**config.mk**
```make
export PLATFORM = sky130hd
export DESIGN_NAME = ors_top
export DESIGN_NICKNAME = d
export VERILOG_FILES = /design/src/hw/ors_pkg.sv /design/src/hw/ors_sync_edge.sv /design/src/hw/ors_top.sv
export SDC_FILE = /design/constraint.sdc
export NUM_CORES = 1
export LEC_CHECK = 0
export ABC_AREA = 1
export BUFFER_PORTS_ARGS = -buffer_cell sky130_fd_sc_hd__buf_2
export CELL_PAD_IN_SITES_DETAIL_PLACEMENT = 0
export CELL_PAD_IN_SITES_GLOBAL_PLACEMENT = 2
export CORE_ASPECT_RATIO = 1.25
export CORE_MARGIN = 4
export CORE_UTILIZATION = 32
export CTS_CLUSTER_DIAMETER = 40
export DETAILED_ROUTE_END_ITERATION = 10
export PLACE_DENSITY = 0.86
export SLEW_MARGIN = 20
export SYNTH_ARGS = -nofsm -noshare
export SYNTH_HDL_FRONTEND = slang
export SYNTH_SLANG_ARGS = --single-unit
```
**constraint.sdc**
```tcl
create_clock -name aclk -period 3.54 [get_ports aclk]
set_input_delay 0 -clock aclk [delete_from_list [all_inputs] [get_ports aclk]]
set_output_delay 0 -clock aclk [all_outputs]
set_load 0.005 [all_outputs]
```
**src/hw/ors_pkg.sv**
```systemverilog
package ors_pkg;

  // ---------------------------------------------------------------
  // Register indices and byte addresses
  // ---------------------------------------------------------------
  localparam logic [7:0] ORS_IDX_STAT     = 8'h07;               // Status and control index.
  localparam logic [7:0] ORS_ADDR_STAT    = 8'h1c;               // Four times the index.
  localparam logic [7:0] ORS_ADDR_CFG     = 8'h00;               // Timing and display configuration.
  localparam logic [7:0] ORS_ADDR_MASK    = 8'h04;               // Interrupt mask.
  localparam logic [7:0] ORS_ADDR_LINE    = 8'h08;               // Line and row position, read only.
  localparam logic [7:0] ORS_ADDR_PAL     = 8'h20;               // Palette for index 1; index n at +4*(n-1).
  localparam int         ORS_NUM_PAL      = 7;                   // Palettes reachable by a nonzero index.

  // ---------------------------------------------------------------
  // Field positions
  // ---------------------------------------------------------------
  localparam int ORS_ST_HFLAG   = 0;                             // Row event flag.
  localparam int ORS_ST_VFLAG   = 1;                             // Vertical event flag.
  localparam int ORS_ST_HEN     = 2;                             // Row interrupt enable.
  localparam int ORS_ST_PMODE   = 3;                             // Palette mode.
  localparam int ORS_ST_FRGB_LO = 4;                             // Fringe RGB field, bits 6..4.
  localparam int ORS_ST_FSEL    = 7;                             // Fringe colour select.
  localparam int ORS_CF_DBL     = 4;                             // Doubled row height.
  localparam int ORS_CF_PROG    = 5;                             // Progressive scan mode.
  localparam int ORS_CF_FEN     = 6;                             // Fringe enable.
  localparam int ORS_CF_HPOL    = 7;                             // Hsync active low when set.
  localparam int ORS_CF_VPOL    = 8;                             // Vsync active low when set.

  // ---------------------------------------------------------------
  // Reset values and counts
  // ---------------------------------------------------------------
  localparam logic [7:0] ORS_STAT_RST   = 8'h00;                 // Status and control after reset.
  localparam logic [8:0] ORS_CFG_RST    = 9'h000;                // Configuration after reset.
  localparam logic [1:0] ORS_MASK_RST   = 2'h0;                  // All sources masked after reset.
  localparam logic [5:0] ORS_PAL_RST    = 6'h00;                 // Palette entry after reset.
  localparam logic [5:0] ORS_LINES_NORM = 6'h12;                 // Scan lines in a normal row.
  localparam logic [5:0] ORS_LINES_DBL  = 6'h24;                 // Scan lines in a doubled row.
  localparam logic [1:0] ORS_RESP_OKAY  = 2'h0;                  // Bus answer, success.
  localparam logic [1:0] ORS_RESP_SLV   = 2'h2;                  // Bus answer, unmapped address.

  // ---------------------------------------------------------------
  // Interrupt service state
  // ---------------------------------------------------------------
  typedef enum logic [1:0] {
    ORS_SRV_NONE = 2'b00,
    ORS_SRV_ROW  = 2'b01,
    ORS_SRV_VERT = 2'b10
  } ors_srv_t;

endpackage

```
**src/hw/ors_sync_edge.sv**
```systemverilog
`timescale 1ns/1ps
module ors_sync_edge (
  // Clock and reset.
  input  wire logic aclk,
  input  wire logic aresetn,
  // Raw pin and its active polarity.
  input  wire logic pin,
  input  wire logic active_low,
  // Leading edge pulse.
  output logic      lead_pulse
);
  import ors_pkg::*;

  logic s1_reg;    // First stage, read only by the second.
  logic s2_reg;    // Second stage.
  logic s3_reg;    // Third stage.
  logic lvl_reg;   // Accepted level once stages two and three agree.

  // ---------------------------------------------------------------
  // Three-stage synchroniser.
  // ---------------------------------------------------------------
  always_ff @(posedge aclk) begin
    if (!aresetn) begin
      s1_reg <= 1'b0;
      s2_reg <= 1'b0;
      s3_reg <= 1'b0;
    end else begin
      s1_reg <= pin;
      s2_reg <= s1_reg;
      s3_reg <= s2_reg;
    end
  end

  // ---------------------------------------------------------------
  // A change counts once stages agree; the asserting edge pulses once.
  // ---------------------------------------------------------------
  always_ff @(posedge aclk) begin
    if (!aresetn) begin
      lvl_reg    <= 1'b0;
      lead_pulse <= 1'b0;
    end else begin
      lead_pulse <= 1'b0;
      if (s2_reg == s3_reg) begin
        lvl_reg    <= s3_reg ^ active_low;
        lead_pulse <= (s3_reg ^ active_low) & ~lvl_reg;
      end
    end
  end
endmodule

```
**src/hw/ors_top.sv**
```systemverilog
// Register access over AXI4-Lite was chosen for this implementation.
`timescale 1ns/1ps
module ors_top (
  // Clock and reset.
  input  wire logic       aclk,
  input  wire logic       aresetn,
  // AXI4-Lite write address channel.
  input  wire logic [7:0] s_axi_awaddr,
  input  wire logic       s_axi_awvalid,
  output logic            s_axi_awready,
  // AXI4-Lite write data channel.
  input  wire logic [31:0] s_axi_wdata,
  input  wire logic [3:0] s_axi_wstrb,
  input  wire logic       s_axi_wvalid,
  output logic            s_axi_wready,
  // AXI4-Lite write response channel.
  output logic [1:0]      s_axi_bresp,
  output logic            s_axi_bvalid,
  input  wire logic       s_axi_bready,
  // AXI4-Lite read address channel.
  input  wire logic [7:0] s_axi_araddr,
  input  wire logic       s_axi_arvalid,
  output logic            s_axi_arready,
  // AXI4-Lite read data channel.
  output logic [31:0]     s_axi_rdata,
  output logic [1:0]      s_axi_rresp,
  output logic            s_axi_rvalid,
  input  wire logic       s_axi_rready,
  // Sync pins from the video front end.
  input  wire logic       hsync,
  input  wire logic       vsync,
  // Pixel request from the character generator.
  input  wire logic       pix_valid,
  input  wire logic [2:0] pix_sel,
  input  wire logic [2:0] pix_row_fg,
  input  wire logic [2:0] pix_row_bg,
  input  wire logic       pix_fore,
  input  wire logic       pix_edge,
  // Pixel colour out.
  output logic [2:0]      pix_rgb,
  output logic            pix_rgb_valid,
  // Timing events and interrupt.
  output logic            row_start,
  output logic            field_start,
  output logic            irq
);
  import ors_pkg::*;

  // ---------------------------------------------------------------
  // Address decode shared by reads and writes
  // ---------------------------------------------------------------
  function automatic logic addr_mapped(input logic [7:0] a);
    addr_mapped = (a == ORS_ADDR_STAT) || (a == ORS_ADDR_CFG) ||
                  (a == ORS_ADDR_MASK) || (a == ORS_ADDR_LINE) ||
                  ((a >= ORS_ADDR_PAL) && (a < ORS_ADDR_PAL + 8'(4 * ORS_NUM_PAL)) && (a[1:0] == 2'h0));
  endfunction

  // ---------------------------------------------------------------
  // Declarations
  // ---------------------------------------------------------------
  logic        h_lead;                   // Hsync leading edge pulse.
  logic        v_lead;                   // Vsync leading edge pulse.
  logic [7:0]  aw_addr_reg;              // Captured write address.
  logic        aw_got_reg;               // Write address held.
  logic [31:0] w_data_reg;               // Captured write data.
  logic [3:0]  w_strb_reg;               // Captured byte enables.
  logic        w_got_reg;                // Write data held.
  logic        wr_fire;                  // Write takes effect this cycle.
  logic        lane0;                    // Low byte written.
  logic        lane1;                    // Second byte written.
  logic [7:2]  ctl_reg;                  // Control bits of the status register.
  logic        hflag_reg;                // Row event flag.
  logic        vflag_reg;                // Vertical event flag.
  logic [8:0]  cfg_reg;                  // Configuration.
  logic [1:0]  mask_reg;                 // Interrupt mask.
  logic [5:0]  pal_reg [ORS_NUM_PAL];    // Palettes, bg in [2:0], fg in [5:3].
  logic [5:0]  line_reg;                 // Scan line within the row.
  logic [3:0]  row_reg;                  // Rows since the field began.
  logic [5:0]  row_len;                  // Lines in the current row.
  logic        h_ok;                     // Row flag may interrupt.
  logic        v_ok;                     // Vertical flag may interrupt.
  ors_srv_t    srv_reg;                  // Source now in service.
  logic [31:0] rd_word;                  // Read multiplexer.
  logic [2:0]  pal_idx;                  // Palette index of a read address.
  logic [2:0]  wpal_idx;                 // Palette index of a write address.

  // ---------------------------------------------------------------
  // Sync inputs
  // ---------------------------------------------------------------
  ors_sync_edge u_hsync (
    .aclk       (aclk),
    .aresetn    (aresetn),
    .pin        (hsync),
    .active_low (cfg_reg[ORS_CF_HPOL]),
    .lead_pulse (h_lead)
  );

  ors_sync_edge u_vsync (
    .aclk       (aclk),
    .aresetn    (aresetn),
    .pin        (vsync),
    .active_low (cfg_reg[ORS_CF_VPOL]),
    .lead_pulse (v_lead)
  );

  // ---------------------------------------------------------------
  // Write channels: address and data in either order, then answer.
  // ---------------------------------------------------------------
  assign wr_fire = aw_got_reg && w_got_reg && !s_axi_bvalid;
  assign lane0   = wr_fire && w_strb_reg[0];
  assign lane1   = wr_fire && w_strb_reg[1];
  assign wpal_idx = 3'((aw_addr_reg - ORS_ADDR_PAL) >> 2);

  // Address channel capture.
  always_ff @(posedge aclk) begin
    if (!aresetn) begin
      aw_got_reg    <= 1'b0;
      aw_addr_reg   <= 8'h00;
      s_axi_awready <= 1'b1;
    end else if (s_axi_awvalid && s_axi_awready) begin
      aw_got_reg    <= 1'b1;
      aw_addr_reg   <= s_axi_awaddr;
      s_axi_awready <= 1'b0;
    end else if (wr_fire) begin
      aw_got_reg    <= 1'b0;
    end else if (s_axi_bvalid && s_axi_bready) begin
      s_axi_awready <= 1'b1;
    end
  end

  // Data channel capture.
  always_ff @(posedge aclk) begin
    if (!aresetn) begin
      w_got_reg    <= 1'b0;
      w_data_reg   <= 32'h0000_0000;
      w_strb_reg   <= 4'h0;
      s_axi_wready <= 1'b1;
    end else if (s_axi_wvalid && s_axi_wready) begin
      w_got_reg    <= 1'b1;
      w_data_reg   <= s_axi_wdata;
      w_strb_reg   <= s_axi_wstrb;
      s_axi_wready <= 1'b0;
    end else if (wr_fire) begin
      w_got_reg    <= 1'b0;
    end else if (s_axi_bvalid && s_axi_bready) begin
      s_axi_wready <= 1'b1;
    end
  end

  // Write response, error for an unmapped address.
  always_ff @(posedge aclk) begin
    if (!aresetn) begin
      s_axi_bvalid <= 1'b0;
      s_axi_bresp  <= ORS_RESP_OKAY;
    end else if (wr_fire) begin
      s_axi_bvalid <= 1'b1;
      s_axi_bresp  <= addr_mapped(aw_addr_reg) ? ORS_RESP_OKAY : ORS_RESP_SLV;
    end else if (s_axi_bready) begin
      s_axi_bvalid <= 1'b0;
    end
  end

  // ---------------------------------------------------------------
  // Software-written registers
  // ---------------------------------------------------------------
  // Control bits of the status register and the configuration.
  always_ff @(posedge aclk) begin
    if (!aresetn) begin
      ctl_reg  <= ORS_STAT_RST[7:2];
      cfg_reg  <= ORS_CFG_RST;
      mask_reg <= ORS_MASK_RST;
    end else begin
      if (lane0 && aw_addr_reg == ORS_ADDR_STAT) begin
        ctl_reg <= w_data_reg[7:2];
      end
      if (lane0 && aw_addr_reg == ORS_ADDR_CFG) begin
        cfg_reg[7:0] <= w_data_reg[7:0];
      end
      if (lane1 && aw_addr_reg == ORS_ADDR_CFG) begin
        cfg_reg[8] <= w_data_reg[8];
      end
      if (lane0 && aw_addr_reg == ORS_ADDR_MASK) begin
        mask_reg <= w_data_reg[1:0];
      end
    end
  end

  // Palette table, one entry per nonzero index.
  genvar gi;
  generate
    for (gi = 0; gi < ORS_NUM_PAL; gi++) begin : g_pal
      always_ff @(posedge aclk) begin
        if (!aresetn) begin
          pal_reg[gi] <= ORS_PAL_RST;
        end else if (lane0 && addr_mapped(aw_addr_reg) && aw_addr_reg >= ORS_ADDR_PAL &&
                     wpal_idx == 3'(gi)) begin
          pal_reg[gi] <= w_data_reg[5:0];
        end
      end
    end
  endgenerate

  // ---------------------------------------------------------------
  // Row timing: line counter advanced by hsync, cleared by vsync.
  // ---------------------------------------------------------------
  assign row_len = (cfg_reg[ORS_CF_DBL] ? ORS_LINES_DBL : ORS_LINES_NORM)
                 + {2'h0, cfg_reg[3:0]};

  always_ff @(posedge aclk) begin
    if (!aresetn) begin
      line_reg <= 6'h00;
      row_reg  <= 4'h0;
    end else if (v_lead) begin
      line_reg <= 6'h00;
      row_reg  <= 4'h0;
    end else if (h_lead) begin
      if (line_reg >= row_len - 6'h01) begin
        line_reg <= 6'h00;
        row_reg  <= row_reg + 4'h1;
      end else begin
        line_reg <= line_reg + 6'h01;
      end
    end
  end

  // Event pulses: the first hsync of a row and each vsync leading edge.
  always_ff @(posedge aclk) begin
    if (!aresetn) begin
      row_start   <= 1'b0;
      field_start <= 1'b0;
    end else begin
      row_start   <= h_lead && !v_lead && line_reg == 6'h00;
      field_start <= v_lead;
    end
  end

  // ---------------------------------------------------------------
  // Event flags: a set in the same cycle as its clear wins.
  // ---------------------------------------------------------------
  always_ff @(posedge aclk) begin
    if (!aresetn) begin
      hflag_reg <= ORS_STAT_RST[ORS_ST_HFLAG];
      vflag_reg <= ORS_STAT_RST[ORS_ST_VFLAG];
    end else begin
      if (row_start) begin
        hflag_reg <= 1'b1;
      end else if (lane0 && aw_addr_reg == ORS_ADDR_STAT && w_data_reg[ORS_ST_HFLAG]) begin
        hflag_reg <= 1'b0;
      end
      if (field_start) begin
        vflag_reg <= 1'b1;
      end else if (lane0 && aw_addr_reg == ORS_ADDR_STAT && w_data_reg[ORS_ST_VFLAG]) begin
        vflag_reg <= 1'b0;
      end
    end
  end

  // ---------------------------------------------------------------
  // Interrupt service: first source is served, the other pends.
  // ---------------------------------------------------------------
  assign h_ok = hflag_reg && ctl_reg[ORS_ST_HEN] && mask_reg[ORS_ST_HFLAG];
  assign v_ok = vflag_reg && mask_reg[ORS_ST_VFLAG];

  always_ff @(posedge aclk) begin
    if (!aresetn) begin
      srv_reg <= ORS_SRV_NONE;
    end else begin
      unique case (srv_reg)
        ORS_SRV_NONE: begin
          // Vertical wins when both arrive together.
          if (v_ok) begin
            srv_reg <= ORS_SRV_VERT;
          end else if (h_ok) begin
            srv_reg <= ORS_SRV_ROW;
          end
        end
        ORS_SRV_ROW: begin
          if (!h_ok) begin
            srv_reg <= ORS_SRV_NONE;
          end
        end
        ORS_SRV_VERT: begin
          if (!v_ok) begin
            srv_reg <= ORS_SRV_NONE;
          end
        end
        default: begin
          srv_reg <= ORS_SRV_NONE;
        end
      endcase
    end
  end

  // Level output while the served source stays set and enabled.
  always_ff @(posedge aclk) begin
    if (!aresetn) begin
      irq <= 1'b0;
    end else begin
      irq <= (srv_reg == ORS_SRV_ROW && h_ok) || (srv_reg == ORS_SRV_VERT && v_ok);
    end
  end

  // ---------------------------------------------------------------
  // Pixel colour: palette choice, then fringe.
  // ---------------------------------------------------------------
  always_ff @(posedge aclk) begin
    logic [2:0] fg;
    logic [2:0] bg;
    fg = pix_row_fg;
    bg = pix_row_bg;
    if (!aresetn) begin
      pix_rgb       <= 3'h0;
      pix_rgb_valid <= 1'b0;
    end else begin
      pix_rgb_valid <= pix_valid;
      // Indexed colours only in palette mode with a nonzero index.
      if (ctl_reg[ORS_ST_PMODE] && pix_sel != 3'h0) begin
        fg = pal_reg[pix_sel - 3'h1][5:3];
        bg = pal_reg[pix_sel - 3'h1][2:0];
      end
      if (pix_edge && !pix_fore && cfg_reg[ORS_CF_FEN] && !cfg_reg[ORS_CF_PROG]) begin
        pix_rgb <= ctl_reg[ORS_ST_FSEL] ? ctl_reg[6:4] : bg;
      end else begin
        pix_rgb <= pix_fore ? fg : bg;
      end
    end
  end

  // ---------------------------------------------------------------
  // Read channel
  // ---------------------------------------------------------------
  assign pal_idx = 3'((s_axi_araddr - ORS_ADDR_PAL) >> 2);

  always_comb begin
    rd_word = 32'h0000_0000;
    if (s_axi_araddr == ORS_ADDR_STAT) begin
      rd_word[7:0] = {ctl_reg, vflag_reg, hflag_reg};
    end else if (s_axi_araddr == ORS_ADDR_CFG) begin
      rd_word[8:0] = cfg_reg;
    end else if (s_axi_araddr == ORS_ADDR_MASK) begin
      rd_word[1:0] = mask_reg;
    end else if (s_axi_araddr == ORS_ADDR_LINE) begin
      rd_word[11:0] = {2'h0, row_reg, line_reg};
    end else if (addr_mapped(s_axi_araddr)) begin
      rd_word[5:0] = pal_reg[pal_idx];
    end
  end

  // One read at a time; address is refused while the answer stands.
  always_ff @(posedge aclk) begin
    if (!aresetn) begin
      s_axi_arready <= 1'b1;
      s_axi_rvalid  <= 1'b0;
      s_axi_rdata   <= 32'h0000_0000;
      s_axi_rresp   <= ORS_RESP_OKAY;
    end else if (s_axi_arvalid && s_axi_arready) begin
      s_axi_arready <= 1'b0;
      s_axi_rvalid  <= 1'b1;
      s_axi_rdata   <= rd_word;
      s_axi_rresp   <= addr_mapped(s_axi_araddr) ? ORS_RESP_OKAY : ORS_RESP_SLV;
    end else if (s_axi_rvalid && s_axi_rready) begin
      s_axi_rvalid  <= 1'b0;
      s_axi_arready <= 1'b1;
    end
  end

endmodule

```
==> impl_metrics.csv, run 1 <==
group,metric,value,unit
layout,multi_input_area,0.00301,mm^2
worst_setup_path,crit_family,"adder cells",
floorplan,ioPinCount,121,
clocking,ctsRootBufferMaster,"clkbuf_16",
outcome,outcome,"finished, final reports clean",
floorplan,die_w,136,um
pwr,ir_drop,0.000324,V
floorplan,die_area,0.0230,mm^2
synth,synth_top_area_share,0.261,
routing,vias,5621,
worst_setup_path,critPathSlowestCell,"dfxtp_1",
grt,antenna_found_initial,0,
routing,drtAntennaViolNets,0,
layout,layout_commonest_cell,"nand2_1",
sta,max_freq,356,MHz
worst_setup_path,crit_path_end_kind,"flip-flop",
synth,ys_top_cells_by_area,"dfxtp_1 26%, edfxtp_1 19%, nand2_1 9.0%",
synth,synthXorXnorAreaFrac,0.0120,
grt,grt_max_degree,53,
floorplan,start_util,0.327,
worst_setup_path,worstPathCellList,"ha_1 > inv_1 > ha_1 > inv_1 > fa_1 > nor2_1 > a211oi_1 > ha_1 > a21oi_1 > o21a_1 > nand3_1 > nand2_1 > inv_1 > o21ai_0 > a21oi_1",
worst_hold_path,hp-class,"in2reg",
sta,fin_crit,2.81,ns
layout,nFillCells,2126,
layout,drive_gt1_frac,0.144,
clocking,cts_tree,"built",
sta,postLayoutSetupSlackWorst,0.731,ns
clocking,cts.sinks,128,
clocking,clockBufferDepth,2,
synth,avgSynthCellArea,7.63,um^2
routing,drt_first_pass_iters,5,
placement,hpwl,13300,um
worst_setup_path,path_class,"reg2reg",
synth,synth_top_family_by_area,"simple AND/OR/NAND/NOR gates",
routing,viasPerCell,4.52,
sta,tightest_slew,0.895,ns
worst_setup_path,cpPeakStageDelay,0.41,ns
clocking,clock_latency,0.42,ns
placement,gp_congestion,0.903,
sta,fin_crit_sh,0.794,
routing,drt_iter0_drc,364,
worst_setup_path,cp-start-kind,"flip-flop",
grt,grt_pass1_vias,5421,
layout,layout.nets,1051,
clocking,htreeDepth,4,
floorplan,std_cell_rows,58,
synth,netlist_instances,863,
sta,hold_violations,0,
worst_setup_path,crit_arrival,3.11,ns
sta,relSlewSlack,0.397,
grt,grt_pass1_wl,29100,um
synth,synth_top_area_cell,"dfxtp_1",
worst_setup_path,crit_required,3.84,ns
pwr,power.density,464,mW/mm^2
synth,synthMuxAreaShare,0,
synth,yosys.area_share.adder,0.0353,
clocking,clk_pin_slew,0.06,ns
synth,ys_ff_latch,128,
synth,ys.flop_type,"dfxtp_1",
clocking,cts_made_buffers,17,
grt,grt-ovfl-total,0,
flow_run,cap_violations,0,
synth,ys_types,35,
floorplan,core_area,0.0202,mm^2
synth,synth_compound_area_frac,0.135,
routing,wl_per_cell,14.4,um
floorplan,fp.dieH,168,um
layout,syn_to_final_growth,20.8,%
layout,final_cell_mix,"158 x nand2_1, 141 x nor2_1, 90 x inv_1, 86 x dfxtp_1, 84 x a21oi_1",
synth,yosysWarnings,0,
worst_setup_path,path_max_fanout,6,
routing,detail_route.wirelength,17800,um
synth,synth_area,0.00659,mm^2
grt,grt_use_total,0.163,
placement,numPortBuffers,71,
pwr,total_leakage_power,3.53,nW
synth,synth_edf_count,42,
sta,finalSetupViolCount,0,
synth,async_reset_ff_frac,0,
placement,pre_cts_slack,0.746,ns
layout,final-seq-area,0.00298,mm^2
worst_setup_path,path_buf_inv,3,
sta,finalClockSkew,0.0132,ns
synth,ys_seq_area_frac,0.453,
layout,antenna_cells,0,
clocking,cts_resized,0,
layout,largest_reg_flops,42,
sta,rsz0062_at_grt,"false",
sta,finalMaxSlewViolations,0,
routing,drc,0,
sta,timing.setup.tns,0,ns
synth,synth-simple-area-share,0.261,
[per-stage QoR]
stage | cells | power, mW | util | hold WS (ns) | cell area (um^2)
after global placement | 1184 | 2.00 | 0.353 | 0.181 | 7120
final | 1243 | 3.69 | 0.395 | 0.0590 | 7960
after CTS | 1243 | 3.74 | 0.395 | 0.0404 | 7960
after floorplan | 886 | 1.89 | - | 0.0976 | 6680
after detailed placement | 1184 | 2.01 | 0.353 | 0.187 | 7120
after global routing | 1243 | 3.86 | 0.395 | 0.0985 | 7960
[final timing paths]
| check | start | to | slack (ns) | cells after the start |
|---|---|---|---|---|
| max reg2reg | cfg_reg[4]$_SDFFE_PN0P_ | row_reg[0]$_SDFFE_PP0P_ | 0.73 | 15 |
| min | pix_row_bg[1] | pix_rgb[1]$_SDFF_PN0_ | 0.06 | 7 |
| min reg2reg | u_vsync.s1_reg$_SDFF_PN0_ | u_vsync.s2_reg$_SDFF_PN0_ | 0.41 | 2 |
| max | cfg_reg[4]$_SDFFE_PN0P_ | row_reg[0]$_SDFFE_PP0P_ | 0.73 | 15 |
[layer usage]
metal / wire [um] / track usage
met5: 0 / 0
met4: 452 / 0.0631
met3: 786 / 0.0296
met2: 8250 / 0.257
met1: 8360 / 0.222
[final cells by class]
class / count / area share
Clock buffer: 17 / 0.0534
Multi-Input combinational cell: 605 / 0.378
Sequential cell: 128 / 0.375
Inverter: 105 / 0.0495
Tap cell: 270 / 0.0424
Timing Repair Buffer: 103 / 0.0833
Clock inverter: 15 / 0.0184
[synth_stat cells (all sizes together), types with 7 or more instances]
cell	instances
clkinv	9
nor2	151
nand2	164
inv	96
buf	33
ha	17
nand3	54
clkbuf	15
edfxtp	42
a21oi	84
o21ai	73
dfxtp	86
xor2	7
[what timing repair did]
action | CTS | global route
hold buffers | 27 | 0
buffers inserted | 0 | 0
hold endpoints to repair | 30 | 0
[worst reg2reg max path, stage by stage (launching register included)]
cell and delay (ns):
dfxtp_1 0.41, ha_1 0.26, inv_1 0.05, ha_1 0.15
inv_1 0.06, fa_1 0.39, nor2_1 0.13, a211oi_1 0.06
ha_1 0.31, a21oi_1 0.17, o21a_1 0.14, nand3_1 0.08
nand2_1 0.17, inv_1 0.11, o21ai_0 0.15, a21oi_1 0.05
[cells by family after synthesis]
group / after synthesis
AND/OR/NAND/NOR: 383
flip-flops: 128
other: 1
XOR/XNOR: 9
adder cells (fa/ha/maj): 18
buffers and inverters: 153
AO/OA/AOI/OAI: 171
[power breakdown]
group / internal [mW] / switching [mW]
clock network: 0.987 / 0.710
logic: 0.132 / 0.253
registers: 1.57 / 0.0359
Note: power is estimated with default switching activity, not from simulation.
==> inputs of run 2 (changes only) <==
Clock period 3.54 ns to 2.9 ns, I/O delays scaled along.
==> impl_metrics.csv, run 2 (synthesis results as in run 1) <==
group,metric,value,unit
outcome,outcome,"finished, final reports clean",
sta,tightest_slew,0.761,ns
clocking,clk_pin_slew,0.06,ns
floorplan,die_w,136,um
pwr,power.total,4.65,mW
worst_setup_path,crit_start,"cfg_reg[1]$_SDFFE_PN0P_",
worst_setup_path,cp-start-kind,"flip-flop",
grt,grt_pass1_vias,5479,
layout,final_cell_mix,"157 x nand2_1, 140 x nor2_1, 89 x inv_1, 85 x dfxtp_1, 83 x a21oi_1",
sta,timing.setup.tns,0,ns
routing,wl_per_cell,14.0,um
worst_setup_path,path_class,"reg2reg",
floorplan,start_util,0.327,
sta,postLayoutSetupSlackWorst,0.281,ns
sta,finalSetupViolCount,0,
clocking,ctsRootBufferMaster,"clkbuf_16",
floorplan,core_area,0.0202,mm^2
floorplan,ioPinCount,121,
sta,max_freq,382,MHz
routing,drt_iter0_drc,496,
routing,drt_first_pass_iters,5,
grt,grt-ovfl-total,0,
routing,vias,5612,
sta,relSlewSlack,0.493,
sta,fin_crit,2.62,ns
clocking,cts_tree,"built",
layout,layout_commonest_cell,"nand2_1",
clocking,clockBufferDepth,2,
routing,drtAntennaViolNets,0,
pwr,total_leakage_power,3.56,nW
worst_hold_path,hold_path_depth,5,
layout,layout.nets,1053,
worst_setup_path,crit_path_end_kind,"flip-flop",
flow_run,cap_violations,0,
layout,final_design_area_no_fill,0.00803,mm^2
layout,drive_gt1_frac,0.152,
grt,grt_max_degree,73,
placement,placedInstanceArea,0.00713,mm^2
worst_setup_path,r2r_start,"cfg_reg[1]$_SDFFE_PN0P_",
layout,syn_to_final_growth,21.9,%
sta,rsz0062_at_grt,"false",
sta,fin_crit_sh,0.903,
layout,antenna_cells,0,
routing,detail_route.wirelength,17500,um
floorplan,die_area,0.0230,mm^2
worst_hold_path,min_from,"pix_row_fg[2]",
worst_hold_path,hold_end,"pix_rgb[2]$_SDFF_PN0_",
sta,hold-worst-slack,0.0236,ns
sta,hold_violations,0,
clocking,htreeDepth,4,
clocking,cts.sinks,128,
routing,drc,0,
worst_setup_path,crit_required,3.20,ns
placement,numPortBuffers,71,
floorplan,fp.dieH,168,um
worst_setup_path,path_max_fanout,6,
pwr,power.density,579,mW/mm^2
grt,antenna_found_initial,0,
placement,pre_cts_slack,0.128,ns
grt,grt_use_total,0.160,
clocking,cts_made_buffers,17,
worst_setup_path,r2r_slack,0.28,ns
sta,finalMaxSlewViolations,0,
worst_setup_path,reg2regPathDepth,16,
pwr,ir_drop,0.000408,V
placement,hpwl,13200,um
routing,viasPerCell,4.51,
placement,gp_congestion,0.884,
floorplan,std_cell_rows,58,
clocking,clock_latency,0.42,ns
grt,grt_pass1_wl,28800,um
worst_hold_path,hp-class,"in2reg",
sta,finalClockSkew,0.0100,ns
worst_setup_path,r2r_end,"row_reg[0]$_SDFFE_PP0P_",
worst_setup_path,crit_arrival,2.92,ns
layout,nFillCells,2131,
layout,largest_reg_flops,42,
-- run 2: timing repair --
item / in CTS / in global routing
resized for setup: 0 / 8
endpoints found under the setup margin: 0 / 9
setup buffers: 0 / 1
hold buffers: 26 / 0
endpoints found under the hold margin: 29 / 0
-- run 2: final cells by class --
cell class | instances | area [um^2] | area share
clock buffer | 19 | 443 | 0.0552
clock inverter | 13 | 173 | 0.0215
inverter | 105 | 394 | 0.0491
multi-input combinational | 605 | 3020 | 0.376
sequential | 128 | 2980 | 0.372
tap | 270 | 338 | 0.0421
timing repair buffer | 105 | 676 | 0.0841
-- run 2: worst max-delay path: stages (launching register included) --
cell and delay (ns):
dfxtp_1 0.32, inv_1 0.06, ha_1 0.29, inv_1 0.05, ha_1 0.15, inv_1 0.06, fa_2 0.36, nor2_2 0.09
a211oi_1 0.05, ha_1 0.34, a21oi_2 0.15, o21a_1 0.13, nand3_1 0.10, nand2_2 0.14, inv_2 0.06, o21ai_1 0.11
a21oi_1 0.05
-- run 2: where the power goes --
| part | internal (mW) | total [mW] | switching [mW] |
|---|---|---|---|
| Clock | 1.39 | 2.22 | 0.822 |
| Combinational | 0.161 | 0.467 | 0.305 |
| Sequential | 1.92 | 1.97 | 0.0440 |
| Total | 3.48 | 4.65 | 1.17 |
-- run 2: worst max path at each step --
stage | depth (start not counted) | slack, ns | to
finish | 16 | 0.28 | row_reg[0]$_SDFFE_PP0P_
global route | 17 | 0.02 | row_reg[0]$_SDFFE_PP0P_
CTS | 15 | 0.11 | row_reg[0]$_SDFFE_PP0P_
detailed placement | 16 | 0.13 | row_reg[0]$_SDFFE_PP0P_
global placement | 16 | 0.17 | row_reg[0]$_SDFFE_PP0P_
floorplan | 16 | 0.37 | row_reg[0]$_SDFFE_PP0P_
-- run 2: routing by layer --
metal | wire (um) | track usage | up-vias | part of all wire
li1 | - | - | 2966 | -
met1 | 8410 | 0.222 | 2479 | 0.48
met2 | 7740 | 0.247 | 141 | 0.44
met3 | 778 | 0.0275 | 26 | 0.045
met4 | 534 | 0.0680 | 0 | 0.031
met5 | 0 | 0 | - | 0
-- run 2: stage by stage --
step / cells / util
global route: 1245 / 0.398
detailed placement: 1186 / 0.354
floorplan: 886 / -
finish: 1245 / 0.398
global placement: 1186 / 0.354
CTS: 1244 / 0.397
==> inputs of run 3 (changes only) <==
Settings changed: CTS_BUF_LIST from default to sky130_fd_sc_hd__clkbuf_8 sky130_fd_sc_hd__clkbuf_16, SETUP_SLACK_MARGIN from default to 0.5.
==> impl_metrics.csv, run 3 (synthesis results as in run 1) <==
group,metric,value,unit
grt,grt_pass1_vias,5409,
pwr,power.density,548,mW/mm^2
floorplan,start_util,0.327,
routing,detail_route.wirelength,17600,um
routing,viasPerCell,4.51,
worst_setup_path,path_class,"reg2reg",
clocking,htreeDepth,4,
worst_hold_path,hold_path_depth,5,
layout,final-seq-area,0.00299,mm^2
clocking,clock_latency,0.43,ns
sta,relSlewSlack,0.493,
sta,finalSetupViolCount,0,
clocking,clockBufferDepth,2,
routing,vias,5612,
placement,pre_cts_slack,0.308,ns
sta,finalMaxSlewViolations,0,
sta,timing.setup.tns,0,ns
placement,hpwl,13300,um
sta,fin_crit_sh,0.859,
worst_hold_path,hp-class,"in2reg",
clocking,cts_tree,"built",
clocking,clk_pin_slew,0.06,ns
floorplan,die_area,0.0230,mm^2
layout,final_cell_mix,"156 x nand2_1, 140 x nor2_1, 87 x inv_1, 84 x dfxtp_1, 81 x a21oi_1",
pwr,ir_drop,0.000366,V
grt,grt-ovfl-total,0,
routing,drt_first_pass_iters,4,
sta,postLayoutSetupSlackWorst,0.410,ns
floorplan,die_w,136,um
sta,fin_crit,2.49,ns
routing,drt_iter0_drc,415,
placement,numPortBuffers,71,
clocking,cts.sinks,128,
outcome,outcome,"finished, final reports clean",
floorplan,core_area,0.0202,mm^2
routing,wl_per_cell,14.1,um
layout,nFillCells,2141,
sta,tightest_slew,0.761,ns
worst_setup_path,crit_path_end_kind,"flip-flop",
floorplan,fp.dieH,168,um
layout,drive_gt1_frac,0.166,
layout,layout.nets,1053,
pwr,total_leakage_power,3.56,nW
worst_setup_path,path_max_fanout,6,
grt,antenna_found_initial,0,
grt,grt_max_degree,73,
worst_setup_path,crit_required,3.21,ns
layout,antenna_cells,0,
sta,rsz0062_at_grt,"true",
flow_run,cap_violations,0,
worst_setup_path,crit_arrival,2.80,ns
floorplan,std_cell_rows,58,
sta,finalClockSkew,0.0108,ns
layout,layout_commonest_cell,"nand2_1",
layout,largest_reg_flops,42,
grt,grt_pass1_wl,28700,um
clocking,ctsRootBufferMaster,"clkbuf_16",
worst_setup_path,cp-start-kind,"flip-flop",
routing,drc,0,
worst_setup_path,reg2regPathDepth,16,
sta,hold_violations,0,
sta,max_freq,402,MHz
routing,drtAntennaViolNets,0,
layout,syn_to_final_growth,22.2,%
floorplan,ioPinCount,121,
grt,grt_use_total,0.161,
layout,multi_input_area,0.00310,mm^2
clocking,cts_made_buffers,17,
placement,gp_congestion,0.881,
layout,final_util,0.399,
run 3: cell types whose count changed in the layout (fill, tap and decap cells not counted), moves of 3 or more:
cell | before | now
clkinv_2 | 0 | 3
ha_1 | 17 | 14
ha_4 | 0 | 3
clkinv_4 | 2 | 5
bufinv_16 | 3 | 0
run 3: what timing repair did:
item,CTS,global route
pin swaps,10,11
setup buffers,1,0
hold buffers,26,0
hold endpoints to repair,29,0
gates resized for setup,16,7
endpoints found under the setup margin,10,10
run 3: worst paths after layout:
check	start	endpoint	slack, ns
worst max-delay path	cfg_reg[4]$_SDFFE_PN0P_	row_reg[0]$_SDFFE_PP0P_	0.41
worst min-delay path	pix_row_fg[2]	pix_rgb[2]$_SDFF_PN0_	0.02
worst max register to register	cfg_reg[4]$_SDFFE_PN0P_	row_reg[0]$_SDFFE_PP0P_	0.41
worst min register to register	u_vsync.s1_reg$_SDFF_PN0_	u_vsync.s2_reg$_SDFF_PN0_	0.41
run 3: cell type report:
type / instances / share of cell area
inverter: 105 / 0.0493
multi-input combinational: 605 / 0.385
sequential: 128 / 0.371
timing repair buffer: 105 / 0.0839
tap: 270 / 0.0420
clock buffer: 18 / 0.0559
clock inverter: 14 / 0.0134
run 3: stage by stage:
| stage | hold WS, ns | area (um^2) | std cells | total power, mW |
|---|---|---|---|---|
| final | 0.0235 | 8050 | 1245 | 4.41 |
| after floorplan | 0.0976 | 6680 | 886 | 2.31 |
| after global placement | 0.181 | 7140 | 1186 | 2.45 |
| after CTS | 0.0129 | 8010 | 1245 | 4.46 |
| after global routing | 0.0602 | 8050 | 1245 | 4.62 |
| after detailed placement | 0.188 | 7140 | 1186 | 2.45 |
run 3: critical path, stage by stage, from the launching register on:
cell and delay, ns:
dfxtp_4 0.36, ha_4 0.23, inv_2 0.06, ha_4 0.12, inv_2 0.03, fa_2 0.37
nor2_2 0.15, a211oi_2 0.05, ha_1 0.34, nand2_1 0.09, nor2_1 0.05, o21ai_1 0.09
nand3_2 0.12, nand2_4 0.12, inv_4 0.05, o21ai_2 0.10, a21oi_1 0.05
run 3: report_power, final:
group	leakage, nW	internal (mW)	switching, mW	total (mW)
logic	2.14	0.163	0.306	0.469
clock network	0.279	1.15	0.828	1.98
registers	1.14	1.92	0.0438	1.96
total	3.56	3.24	1.18	4.41
run 3: per-layer routing:
layer  GRT usage  vias to the layer above  share of wire
li1            -                     2963              -
met1       0.217                     2491           0.47
met2       0.255                      133           0.46
met3      0.0278                       25          0.046
met4      0.0609                        0          0.022
met5           0                        -              0
